==> src/hw/rtc_ctrl_params.svh <==
// offsets, field positions, reset values and timing counts of the rtc
// control block; included by the package, whose macros the design module uses
`ifndef RTC_CTRL_PARAMS_SVH
`define RTC_CTRL_PARAMS_SVH

// register addresses on the byte-wide bus
`define ADDR_RATE_OSC 7'h0a
`define ADDR_MODE_EN 7'h0b
`define ADDR_INT_FLAGS 7'h0c
`define ADDR_BACKUP 7'h0d

// rate_and_oscillator_control fields
`define RA_UIP_BIT 7
`define RA_DV_HI 6
`define RA_DV_LO 4
`define RA_RS_HI 3
`define RA_RS_LO 0
`define DV_RUN 3'h2

// mode_and_enable_control fields
`define RB_SET_BIT 7
`define RB_PIE_BIT 6
`define RB_AIE_BIT 5
`define RB_UIE_BIT 4
`define RB_SQUARE_WAVE_ENABLE_BIT 3
`define RB_DM_BIT 2
`define RB_H24_BIT 1
`define RB_DSE_BIT 0

// interrupt_flags and backup_status fields
`define RC_COMBINED_REQUEST_FLAG_BIT 7
`define RC_PF_BIT 6
`define RC_AF_BIT 5
`define RC_UF_BIT 4
`define RD_VRT_BIT 7

// power-on values of the bits that the reset pin leaves alone
`define POR_RATE_OSC 7'h00
`define POR_MODE 4'h0

// timebase and divider
`define TIMEBASE_HZ 32768
`define DIV_STAGES 15
`define UIP_LEAD_NS 244000
`define UIP_LEAD_TICKS \
  ((64'd244000 * 64'd32768 + 64'd999999999) / 64'd1000000000)
`define FIRST_UPDATE_MS 500
`define FIRST_UPDATE_TICKS ((`FIRST_UPDATE_MS * `TIMEBASE_HZ) / 1000)

// alarm wildcard marker in the top two bits
`define ALARM_ANY 2'h3

`endif

==> src/hw/rtc_ctrl_pkg.sv <==
// types shared by the rtc control block
// assumes rtc_ctrl_params.svh is on the include path
package rtc_ctrl_pkg;
  `include "rtc_ctrl_params.svh"

  typedef logic [7:0] byte_t;

  typedef enum logic [1:0] {
    OSC_OFF,
    OSC_HOLD,
    OSC_RUN
  } osc_mode_e;
endpackage : rtc_ctrl_pkg

==> src/hw/rtc_ctrl.sv <==
// rtc control, status and interrupt block: four control registers,
// divider chain, periodic/alarm/update flags and square wave.
// assumes a byte bus with separate address and data lines and a 32.768 khz timebase on pins,
// and time/alarm bytes from the counting logic on sys_clk.
//
// Functional notes
// - uip low guarantees no transfer for at least 244 us
// - uip read-only, reset-proof; set bit blocks transfers, forces uip 0
// - chain runs only with 010; 11x holds chain reset, osc on
// - first update 500 ms after run pattern written
// - rate select picks one of 13 taps or none, shared
// - rate select readable, writable, kept through reset
// - set bit freezes user copy; untouched by reset
// - periodic enable gates pf; pf still sets; reset clears enable
// - alarm fires each matching second; 11xxxxxx matches anything
// - update enable cleared by reset or set bit rising
// - square wave follows tap when enabled, else low
// - binary and 24-hour bits kept through reset
// - dst: first april sunday 1:59:59 jumps to 3:00:00
// - dst: last october sunday first 1:59:59 goes to 1:00:00
// - sunday conditions checked at midnight with dst enable set
// - combined flag when any flag and enable; irq low meanwhile
// - flag register read clears all flags; reset clears too
// - pf read-only, set on each falling edge of the selected tap
// - update-done flag set at end of each update
// - unused flag and backup bits read 0, ignore writes
// - backup valid flag read-only, reset-proof, 1 when supply good
// - enabling with flag already set asserts irq at once
// - flags snapshotted on read; new events kept, not lost
`timescale 1ns/10ps

module rtc_ctrl
  import rtc_ctrl_pkg::*;
#(
  parameter int DIV_W = `DIV_STAGES
) (
  // clock and resets
  input wire logic sys_clk,
  input wire logic rst,
  input wire logic por,
  // pins
  input wire logic osc_in,
  input wire logic backup_supply_ok,
  input wire logic bus_cs_n,
  input wire logic bus_rd_n,
  input wire logic bus_wr_n,
  input wire logic [6:0] bus_addr,
  input wire logic [7:0] bus_wdata,
  output logic [7:0] bus_rdata,
  output logic bus_rdata_oe,
  output logic irq_n,
  output logic square_wave_out,
  // time and alarm bytes from counting logic
  input wire logic [7:0] cur_sec,
  input wire logic [7:0] cur_min,
  input wire logic [7:0] cur_hour,
  input wire logic [7:0] cur_dow,
  input wire logic [7:0] cur_date,
  input wire logic [7:0] cur_month,
  input wire logic [7:0] alm_sec,
  input wire logic [7:0] alm_min,
  input wire logic [7:0] alm_hour,
  // to counting logic
  output logic update_xfer,
  output logic dst_spring_fwd,
  output logic dst_fall_back,
  output logic binary_format_select,
  output logic hour24_select
);

  // pin synchronisers
  logic [1:0] osc_s_q, bvalid_s_q, cs_s_q, rd_s_q, wr_s_q;
  logic [6:0] addr_s1_q, addr_s2_q;
  logic [7:0] wdata_s1_q, wdata_s2_q;
  logic osc_d_q, rd_d_q, wr_d_q;

  always_ff @(posedge sys_clk or posedge rst) begin
    if (rst) begin
      osc_s_q <= 2'h0;
      bvalid_s_q <= 2'h0;
      cs_s_q <= 2'h0;
      rd_s_q <= 2'h0;
      wr_s_q <= 2'h0;
      addr_s1_q <= 7'h00;
      addr_s2_q <= 7'h00;
      wdata_s1_q <= 8'h00;
      wdata_s2_q <= 8'h00;
      osc_d_q <= 1'b0;
      rd_d_q <= 1'b0;
      wr_d_q <= 1'b0;
    end else begin
      osc_s_q <= {osc_s_q[0], osc_in};
      bvalid_s_q <= {bvalid_s_q[0], backup_supply_ok};
      cs_s_q <= {cs_s_q[0], ~bus_cs_n};
      rd_s_q <= {rd_s_q[0], ~bus_rd_n};
      wr_s_q <= {wr_s_q[0], ~bus_wr_n};
      addr_s1_q <= bus_addr;
      addr_s2_q <= addr_s1_q;
      wdata_s1_q <= bus_wdata;
      wdata_s2_q <= wdata_s1_q;
      osc_d_q <= osc_s_q[1];
      rd_d_q <= rd_s_q[1] & cs_s_q[1];
      wr_d_q <= wr_s_q[1] & cs_s_q[1];
    end
  end

  logic rd_act, rd_start, wr_act, wr_end;
  assign rd_act = rd_s_q[1] & cs_s_q[1];
  assign rd_start = rd_act & ~rd_d_q;
  assign wr_act = wr_s_q[1] & cs_s_q[1];
  // write taken at strobe end so data has settled
  assign wr_end = wr_d_q & ~wr_act;

  logic wr_a, wr_b, rd_c;
  assign wr_a = wr_end && (addr_s2_q == `ADDR_RATE_OSC);
  assign wr_b = wr_end && (addr_s2_q == `ADDR_MODE_EN);
  assign rd_c = rd_start && (addr_s2_q == `ADDR_INT_FLAGS);

  // registers that only power-on sets up
  logic [2:0] dv_q;
  logic [3:0] rs_q;
  logic set_q, dm_q, h24_q, dse_q;

  always_ff @(posedge sys_clk or posedge por) begin
    if (por) begin
      {dv_q, rs_q} <= `POR_RATE_OSC;
    end else if (wr_a) begin
      dv_q <= wdata_s2_q[`RA_DV_HI:`RA_DV_LO];
      rs_q <= wdata_s2_q[`RA_RS_HI:`RA_RS_LO];
    end
  end

  always_ff @(posedge sys_clk or posedge por) begin
    if (por) begin
      {set_q, dm_q, h24_q, dse_q} <= `POR_MODE;
    end else if (wr_b) begin
      set_q <= wdata_s2_q[`RB_SET_BIT];
      dm_q <= wdata_s2_q[`RB_DM_BIT];
      h24_q <= wdata_s2_q[`RB_H24_BIT];
      dse_q <= wdata_s2_q[`RB_DSE_BIT];
    end
  end

  // enables cleared by the reset pin
  logic pie_q, aie_q, uie_q, square_wave_enable_q;

  always_ff @(posedge sys_clk or posedge rst) begin
    if (rst) begin
      pie_q <= 1'b0;
      aie_q <= 1'b0;
      uie_q <= 1'b0;
      square_wave_enable_q <= 1'b0;
    end else if (wr_b) begin
      pie_q <= wdata_s2_q[`RB_PIE_BIT];
      aie_q <= wdata_s2_q[`RB_AIE_BIT];
      square_wave_enable_q <= wdata_s2_q[`RB_SQUARE_WAVE_ENABLE_BIT];
      // set bit going high wins over the written enable
      uie_q <= wdata_s2_q[`RB_UIE_BIT] &
               ~(wdata_s2_q[`RB_SET_BIT] & ~set_q);
    end
  end

  // oscillator mode
  osc_mode_e osc_mode;
  always_comb begin
    if (dv_q == `DV_RUN) begin
      osc_mode = OSC_RUN;
    end else if (dv_q[2:1] == 2'h3) begin
      osc_mode = OSC_HOLD;
    end else begin
      osc_mode = OSC_OFF;
    end
  end

  logic tick;
  assign tick = (osc_mode != OSC_OFF) && osc_s_q[1] && !osc_d_q;

  // single binary divider on the timebase
  localparam logic [DIV_W-1:0] DIV_START =
    DIV_W'((1 << DIV_W) - `FIRST_UPDATE_TICKS);
  localparam logic [DIV_W-1:0] UIP_FROM =
    DIV_W'((1 << DIV_W) - 32'(`UIP_LEAD_TICKS) - 1);
  logic [DIV_W-1:0] div_q;
  logic run_load, wrap;
  assign run_load = wr_a && (wdata_s2_q[`RA_DV_HI:`RA_DV_LO] == `DV_RUN)
                    && (dv_q != `DV_RUN);
  assign wrap = tick && (osc_mode == OSC_RUN) && (&div_q);

  always_ff @(posedge sys_clk or posedge por) begin
    if (por) begin
      div_q <= '0;
    end else if (run_load) begin
      div_q <= DIV_START;
    end else if (osc_mode == OSC_HOLD) begin
      div_q <= '0;
    end else if (tick && osc_mode == OSC_RUN) begin
      div_q <= div_q + 1'b1;
    end
  end

  // update pending window ahead of the transfer
  logic uip_q, xfer;
  assign xfer = wrap && !set_q;

  always_ff @(posedge sys_clk or posedge por) begin
    if (por) begin
      uip_q <= 1'b0;
    end else if (set_q || osc_mode != OSC_RUN) begin
      uip_q <= 1'b0;
    end else if (wrap) begin
      uip_q <= 1'b0;
    end else if (div_q >= UIP_FROM) begin
      uip_q <= 1'b1;
    end
  end

  // tap selection
  logic [3:0] tap_idx;
  logic tap_en;
  always_comb begin
    tap_en = (rs_q != 4'h0);
    tap_idx = 4'h0;
    if (rs_q == 4'h1 || rs_q == 4'h2) begin
      tap_idx = rs_q + 4'h5;
    end else if (rs_q >= 4'h3) begin
      tap_idx = rs_q - 4'h2;
    end
  end

  logic tap, tap_d_q, pf_ev;
  assign tap = tap_en && div_q[tap_idx];

  always_ff @(posedge sys_clk or posedge rst) begin
    if (rst) begin
      tap_d_q <= 1'b0;
    end else begin
      tap_d_q <= tap;
    end
  end
  assign pf_ev = tap_d_q && !tap;

  // alarm compare with wildcard bytes
  logic [2:0] alm_hit;
  logic [7:0] alm_b [3];
  logic [7:0] cur_b [3];
  assign alm_b[0] = alm_sec;
  assign alm_b[1] = alm_min;
  assign alm_b[2] = alm_hour;
  assign cur_b[0] = cur_sec;
  assign cur_b[1] = cur_min;
  assign cur_b[2] = cur_hour;

  for (genvar i = 0; i < 3; i++) begin : g_alm
    assign alm_hit[i] = (alm_b[i][7:6] == `ALARM_ANY) ||
                        (alm_b[i] == cur_b[i]);
  end

  logic af_ev, uf_ev;
  assign af_ev = xfer && (&alm_hit);
  assign uf_ev = xfer;

  // daylight saving decision
  logic is_mid, is_0159, is_sun, apr_wk1, oct_last;
  logic [7:0] v59, v10, v25;
  assign v59 = dm_q ? 8'h3b : 8'h59;
  assign v10 = dm_q ? 8'h0a : 8'h10;
  assign v25 = dm_q ? 8'h19 : 8'h25;
  assign is_mid = (cur_sec == 8'h00) && (cur_min == 8'h00) &&
                  (h24_q ? (cur_hour == 8'h00) :
                   (cur_hour == (dm_q ? 8'h0c : 8'h12)));
  assign is_0159 = (cur_sec == v59) && (cur_min == v59) &&
                   (cur_hour == 8'h01);
  assign is_sun = (cur_dow == 8'h01);
  assign apr_wk1 = is_sun && (cur_month == 8'h04) && (cur_date <= 8'h07);
  assign oct_last = is_sun && (cur_month == v10) && (cur_date >= v25);

  logic spring_day_q, fall_day_q, fall_done_q;
  always_ff @(posedge sys_clk or posedge rst) begin
    if (rst) begin
      spring_day_q <= 1'b0;
      fall_day_q <= 1'b0;
      fall_done_q <= 1'b0;
    end else if (xfer && is_mid) begin
      spring_day_q <= dse_q && apr_wk1;
      fall_day_q <= dse_q && oct_last;
      fall_done_q <= 1'b0;
    end else if (xfer && fall_day_q && is_0159) begin
      fall_done_q <= 1'b1;
    end
  end

  always_ff @(posedge sys_clk or posedge rst) begin
    if (rst) begin
      update_xfer <= 1'b0;
      dst_spring_fwd <= 1'b0;
      dst_fall_back <= 1'b0;
    end else begin
      update_xfer <= xfer;
      dst_spring_fwd <= xfer && dse_q && spring_day_q && is_0159;
      dst_fall_back <= xfer && dse_q && fall_day_q && !fall_done_q &&
                       is_0159;
    end
  end

  // flags: read takes a snapshot and clears, new events still land
  logic pf_q, af_q, uf_q;
  always_ff @(posedge sys_clk or posedge rst) begin
    if (rst) begin
      pf_q <= 1'b0;
      af_q <= 1'b0;
      uf_q <= 1'b0;
    end else if (rd_c) begin
      pf_q <= pf_ev;
      af_q <= af_ev;
      uf_q <= uf_ev;
    end else begin
      pf_q <= pf_q | pf_ev;
      af_q <= af_q | af_ev;
      uf_q <= uf_q | uf_ev;
    end
  end

  logic combined_request_flag;
  assign combined_request_flag = (pf_q & pie_q) | (af_q & aie_q) | (uf_q & uie_q);

  always_ff @(posedge sys_clk or posedge rst) begin
    if (rst) begin
      irq_n <= 1'b1;
    end else begin
      irq_n <= ~combined_request_flag;
    end
  end

  // read data
  byte_t rd_val;
  logic hit;
  always_comb begin
    rd_val = 8'h00;
    hit = 1'b1;
    case (addr_s2_q)
      `ADDR_RATE_OSC: rd_val = {uip_q, dv_q, rs_q};
      `ADDR_MODE_EN:
        rd_val = {set_q, pie_q, aie_q, uie_q, square_wave_enable_q, dm_q, h24_q, dse_q};
      `ADDR_INT_FLAGS: rd_val = {combined_request_flag, pf_q, af_q, uf_q, 4'h0};
      `ADDR_BACKUP: rd_val[`RD_VRT_BIT] = bvalid_s_q[1];
      default: hit = 1'b0;
    endcase
  end

  always_ff @(posedge sys_clk or posedge rst) begin
    if (rst) begin
      bus_rdata <= 8'h00;
      bus_rdata_oe <= 1'b0;
    end else begin
      if (rd_start) begin
        bus_rdata <= rd_val;
      end
      bus_rdata_oe <= rd_act && hit;
    end
  end

  // square wave output
  always_ff @(posedge sys_clk or posedge rst) begin
    if (rst) begin
      square_wave_out <= 1'b0;
    end else begin
      square_wave_out <= square_wave_enable_q && tap;
    end
  end

  // mode copies follow power-on only, the reset pin leaves them alone
  always_ff @(posedge sys_clk or posedge por) begin
    if (por) begin
      binary_format_select <= 1'b0;
      hour24_select <= 1'b0;
    end else begin
      binary_format_select <= dm_q;
      hour24_select <= h24_q;
    end
  end

endmodule : rtc_ctrl

==> config.mk <==
export PLATFORM = sky130hd
export DESIGN_NAME = rtc_ctrl
export DESIGN_NICKNAME = d
export VERILOG_FILES = /design/src/hw/rtc_ctrl_pkg.sv /design/src/hw/rtc_ctrl.sv
export VERILOG_INCLUDE_DIRS = /design/src /design/src/hw
export SDC_FILE = /design/constraint.sdc
export NUM_CORES = 1
export LEC_CHECK = 0
export BUFFER_PORTS_ARGS = -buffer_cell sky130_fd_sc_hd__buf_4
export CORE_MARGIN = 3
export CORE_UTILIZATION = 57
export CTS_CLUSTER_DIAMETER = 30
export DETAILED_ROUTE_END_ITERATION = 10
export HOLD_SLACK_MARGIN = 0.15
export PLACE_DENSITY = 0.85
export SLEW_MARGIN = 5
export SYNTH_ARGS = -nofsm -noshare
export SYNTH_HDL_FRONTEND = slang
export SYNTH_SLANG_ARGS = --single-unit
export TNS_END_PERCENT = 10
==> constraint.sdc <==
create_clock -name sys_clk -period 3.8 [get_ports sys_clk]
set_clock_uncertainty 0.05 [all_clocks]
set_input_delay 0.38 -clock sys_clk [delete_from_list [all_inputs] [get_ports sys_clk]]
set_output_delay 0.38 -clock sys_clk [all_outputs]
set_load 0.05 [all_outputs]
## Yosys cells after proc, flatten, opt, wreduce, memory -nomap -nowiden

Cells that the tools add are included.
Widths: inputs -> output; s select.

| word-level totals | value |
|---|---|
| bits in registers | 97 |
| output and inout bits | 16 |
| logic and storage cells | 175 |
| bits of input ports | 95 |

| cells by class | value |
|---|---|
| bitwise operators | 22 |
| $lt $le $gt $ge | 5 |
| mux-type cells | 25 |
| add/sub/neg operators | 3 |
| eq/ne operators | 26 |
| reduce and logical (&&, ||, !) cells | 54 |

Operators with widths:

| kind | number |
|---|---|
| $mux 15 | 3 |
| $logic_and 1x1->1 | 34 |
| $eq 7x4->1 const B | 4 |
| $eq 8x8->1 | 3 |
| $logic_not 8->1 | 3 |
| $pmux 7 s3 | 1 |
| $eq 8x1->1 const B | 2 |
| $eq 8x5->1 | 2 |
| $eq 8x7->1 | 2 |
| $add 15x1->15 const B | 1 |
| $ge 15x15->1 const B | 1 |
| $reduce_and 15->1 | 1 |
| $mux 1 | 12 |
| $eq 2x2->1 const B | 5 |
| $mux 5 | 2 |
| $and 1x1->1 | 9 |
| $eq 8x3->1 const B | 1 |
| $ge 8x6->1 | 1 |
| $le 8x3->1 const B | 1 |
| $mux 4 | 2 |
| $not 1->1 | 8 |
| $mux 7 | 1 |
| $eq 3x2->1 const B | 2 |
| $mux 6 | 1 |
| 20 further kinds | 33 |

## Depth between registers and ports, before layout

| logic depth | value |
|---|---|
| word-level depth | 13 |
| depth in mapped cells | 9 |
| mapped depth without buffers | 9 |

## Worst setup path before layout

OpenSTA, ideal clock, no wires.

| path | value |
|---|---|
| path type | register to register |
| start point | register rs_q[1] |
| end point | register square_wave_out |
| slack | 1259 ps |
| setup time | 119 ps |
| cell stages (with the launch flop) | 10 |
| arrival | 2372 ps |
| path buffers | 0 |
| data required time | 3631 ps |
| period minus slack after synthesis | 2541 ps |
| path through | dfrtp_1 inv_1 ha_1 or4b_4 o311ai_4 mux2i_1 and2b_2 nor4_1 a2111oi_2 and2_1 |

| between the ends | value |
|---|---|
| word-level cells in the longest chain between the ends | 7 |
| elaborated cells between the ends (all ways) | 13 |
| those cells by class | 2 x add/sub; 1 x order compare; 2 x eq/ne; 4 x mux; 4 x reduce/logical |

RTL lines:

| what | line | text |
|---|---|---|
| start, declared | rtc_ctrl.sv:121 | `logic [3:0] rs_q;` |
| start signal, assigned | rtc_ctrl.sv:126 | `` {dv_q, rs_q} <= `POR_RATE_OSC; `` |
| start signal, assigned | rtc_ctrl.sv:129 | `` rs_q <= wdata_s2_q[`RA_RS_HI:`RA_RS_LO]; `` |
| $sub 4x2->4, or another cell as far along | rtc_ctrl.sv:226 | `tap_idx = rs_q - 4'h2;` |
| $mux 4 or $logic_or 1x1->1 (tied branches) | rtc_ctrl.sv:225, rtc_ctrl.sv:223 |  |
| $mux 4 | rtc_ctrl.sv:223 | `if (rs_q == 4'h1 \|\| rs_q == 4'h2) begin` |
| $bmux 1 s4 | rtc_ctrl.sv:231 | `assign tap = tap_en && div_q[tap_idx];` |
| $mux 1 (not written as such) | rtc_ctrl.sv:231 |  |
| $logic_and 1x1->1 (*) | rtc_ctrl.sv:231 |  |
| named net tap | rtc_ctrl.sv:230 | `logic tap, tap_d_q, pf_ev;` |
| $logic_and 1x1->1 (*) | rtc_ctrl.sv:367 | `square_wave_out <= square_wave_enable_q && tap;` |
| end signal, assigned | rtc_ctrl.sv:367 |  |
| end, declared | rtc_ctrl.sv:52 | `output logic square_wave_out,` |

Mark *: on every way through the listed nets, which the timed path passes. The rest lies on a longest branch. The select of a mux whose other input is x is not followed.
A chain may end at the register's enable or synchronous reset.

## Worst setup path in the final report

| path | value |
|---|---|
| start point | register rs_q[0] |
| end point | register pf_q |

| between the ends | value |
|---|---|
| word-level cells in the longest chain between the ends | 10 |
| elaborated cells between the ends (all ways) | 16 |
| those cells by class | 2 x add/sub; 1 x order compare; 2 x eq/ne; 5 x mux; 1 x bitwise; 5 x reduce/logical |

RTL lines:

| what | line | text |
|---|---|---|
| $sub 4x2->4, or another cell as far along | rtc_ctrl.sv:226 |  |
| $mux 4 or $logic_or 1x1->1 (tied branches) | rtc_ctrl.sv:225, rtc_ctrl.sv:223 |  |
| $mux 4 | rtc_ctrl.sv:223 |  |
| $bmux 1 s4 | rtc_ctrl.sv:231 |  |
| $mux 1 (not written as such) | rtc_ctrl.sv:231 |  |
| $logic_and 1x1->1 (*) | rtc_ctrl.sv:231 |  |
| named net tap | rtc_ctrl.sv:230 |  |
| $logic_not 1->1 (*) | rtc_ctrl.sv:240 | `assign pf_ev = tap_d_q && !tap;` |
| $logic_and 1x1->1 (*) | rtc_ctrl.sv:240 |  |
| $or 1x1->1 | rtc_ctrl.sv:317 | `pf_q <= pf_q \| pf_ev;` |
| $mux 1 (*) | rtc_ctrl.sv:312 | `end else if (rd_c) begin` |
| end signal, assigned | rtc_ctrl.sv:313 | `pf_q <= pf_ev;` |
| end signal, assigned | rtc_ctrl.sv:317 |  |
| end, declared | rtc_ctrl.sv:306 | `logic pf_q, af_q, uf_q;` |

Marks and branches as above.

==> impl_metrics.yaml <==
setup_path:
  crit_arrival_ns: 3.02
  cp_slowest_cell: "dfrtp_1"
  required_ns: 3.99
  start_kind: "register"
  critPathKind: "reg2reg"
  slowest_delay_ns: 0.48
  rr_endpoint: "pf_q$_DFF_PP0_"
  r2r_slack_ns: 0.98
  end_kind: "register"
  worst-r2r-cell-count: 9
  worstPathCellList: "inv_1 > ha_1 > or2_2 > a311o_2 > a21oi_1 > and2b_2 > nor4_1 > a2111oi_2 > o21ai_0"
  reg2reg_from: "rs_q[0]$_DFFE_PP0P_"
  crit_fanout: 8
yosys:
  synth_xor_xnor_area_share: 0.0741
  yosysSeqAreaShare: 0.541
  synth_cells: 403
  synthAdderAreaFrac: 0.0307
  synth.largest_area_cell: "dfrtp_1"
  muxShareOfSynthArea: 0.0524
  synth_area_leaders: "dfrtp_1, xor2_1, ha_1"
  synthSimpleGateAreaFrac: 0.186
  syn-num-nets: 509
  yosysTopAreaCellShare: 0.535
  synth_cell_types: 61
  synth-main-ff-cell: "dfrtp_1"
  synth_seq_cells: 97
  yosysWarnings: 0
  synth_edf_count: 0
  async_flop_share: 1.00
  syn-cell-area_mm2: 0.00449
  synth_compound_area_frac: 0.0987
  syn_area_per_cell_um2: 11.1
  synth_top_family_by_area: "simple AND/OR/NAND/NOR gates"
grt:
  antenna_found_initial: 0
  grt_pass1_wl_um: 17800
  grt_max_degree: 36
  grt_pass1_vias: 3712
  grt_util_met2: 0.459
  grt_usage: 0.261
  met1_usage: 0.319
  grt_util_met3: 0.0598
  busiest_layer: "met2"
  grt_overflow_total: 0
cts:
  cts_root_buffer: "clkbuf_8"
  numCtsBuffers: 9
  clk_pin_slew_ns: 0.11
  cts.htree.levels: 3
  post_cts_buffers: 0
  clock_latency_ns: 0.38
  tritoncts: "done"
  clock_sinks: 97
  max-clock-path-buffers: 2
sta:
  slew_headroom: 0.255
  fmax_mhz: 354
  rsz0062_at_grt: "false"
  period_share: 0.743
  slew_viol_final: 0
  hold_viol: 0
  whs_ns: 0.232
  tns_ns: 0
  finalCriticalPeriod_ns: 2.82
  tightest_slew_ns: 1.12
  setup_violations: 0
  worst_slack_ns: 0.976
floorplan:
  pin_count: 111
  die_area_mm2: 0.00898
  core_area_mm2: 0.00745
  die_h_um: 94.7
  row_count: 31
  start_util: 0.603
  die_x_um: 94.7
run_status:
  run_status: "complete, no violations"
power_and_ir_drop:
  p_leak_nw: 2.74
  pwr-share-clk: 0.345
  internal-power_mw: 1.53
  p_sw_mw: 0.544
  power_frac_comb: 0.120
  peakVddDrop_uv: 190
  p_total_mw: 2.07
  sw_frac_of_total: 0.263
  seqPwrFrac: 0.535
  p_per_area_mw_per_mm2: 353
drt:
  wl_per_cell_um: 16.9
  first_iter_violations: 231
  wirelength_um: 10900
  vias: 3634
  via_per_inst: 5.63
  drtPass1Iterations: 5
  drc_errors: 0
  ant_nets: 0
min_path:
  hp-class: "in2async"
placement:
  place_congestion: 0.867
  dp_slack_ns: 0.989
  placed_cells_incl_taps: 609
  placed_area_mm2: 0.00544
  hpwl_um: 7860
  placement.io_buffers: 110
cells_and_area:
  layout-drive-gt1-share: 0.291
  final_cell_mix: "buf_4, dfrtp_1, nor2_1, xor2_1, nand2_1"
  stdcell_area_mm2: 0.00586
  final_common_cell: "buf_4"
  synthToLayoutAreaGrowth_pct: 30.5
  finalNonFillerCells: 646
  insertedDiodeCount: 0
  fin_util: 0.787
  nNetsFinal: 648
job:
  cap_violations: 0
==> what timing repair did <==
item / in CTS / in global routing
hold buffers: 21 / 0
gates resized for setup: 0 / 0
endpoints found under the hold margin: 53 / 0
setup endpoints to repair: 0 / 0
==> layout make-up <==
class,count,area [um2]
flip-flops and latches,97,2430
multi-input cells,286,1980
fillers,459,1590
repair buffers,134,1060
clock buffers,10,128
well taps,99,124
clock inverters,6,85.1
inverters,14,52.6
==> worst max path at each step <==
stage / end / depth (start not counted) / start / slack, ns
CTS: pf_q$_DFF_PP0_ / 9 / rs_q[0]$_DFFE_PP0P_ / 0.99
detailed placement: pf_q$_DFF_PP0_ / 9 / rs_q[1]$_DFFE_PP0P_ / 0.99
global route: pf_q$_DFF_PP0_ / 9 / rs_q[1]$_DFFE_PP0P_ / 0.70
floorplan: square_wave_out$_DFF_PP0_ / 9 / rs_q[1]$_DFFE_PP0P_ / 1.26
finish: pf_q$_DFF_PP0_ / 9 / rs_q[0]$_DFFE_PP0P_ / 0.98
global placement: square_wave_out$_DFF_PP0_ / 9 / rs_q[1]$_DFFE_PP0P_ / 1.12
==> worst max-delay path: cells and delay by family (launching register included) <==
kind                       cells  cell delay (ns)
DFF                            1             0.48
buffers and inverters          1             0.13
adders and majority gates      1             0.27
AOI/OAI and AO/OA              4             1.21
and+or+nand+nor                3             0.55
==> routing by layer <==
metal	up-vias	part of all wire
met5	-	0
met4	0	0.019
met3	21	0.060
met2	124	0.52
met1	1762	0.40
li1	1727	-
==> power groups by stage <==
stage	Combinational [mW]	Clock, mW	Sequential [mW]
floorplan	0.108	0	1.12
global placement	0.222	0	1.12
detailed placement	0.230	0	1.13
CTS	0.248	0.721	1.11
global route	0.275	0.766	1.11
finish	0.249	0.713	1.11
==> logic make-up (layout without fill, tap and decap cells) <==
| group | Yosys count | count (layout) |
|---|---|---|
| adders and majority gates | 11 | 11 |
| DFF | 97 | 97 |
| AOI/OAI and AO/OA | 62 | 62 |
| muxes | 22 | 22 |
| xor gates and xnor gates | 38 | 38 |
| and+or+nand+nor | 153 | 153 |
| buffers and inverters | 20 | 164 |
==> synth_stat cells (all sizes together) (2+ instances only) <==
cell type	count
nand2b	2
nor2	35
or4b	2
mux2i	10
and3	6
xnor2	4
or3	2
or2	3
o21a	6
o21ai	18
a21oi	7
and2	3
nor2b	3
a31oi	5
nor3b	5
nand4	11
a2111oi	4
a22oi	6
nand3b	2
or4	2
mux2	12
ha	11
dfrtp	96
o31ai	5
nand2	33
clkbuf	4
inv	14
buf	2
nor4b	2
and4	3
nor3	8
nor4	13
or2b	2
xor2	34
nand3	12
==> registers in the layout, summed over array words and instances (netlist names), 2 cells and up <==
signal      count
cs_s_q          2
rs_q            4
addr_s1_q       7
osc_s_q         2
rd_s_q          2
wdata_s1_q      8
div_q          15
bvalid_s_q      2
dv_q            3
wr_s_q          2
wdata_s2_q      8
addr_s2_q       7
bus_rdata       8
Power figures use the tool's default switching activity.
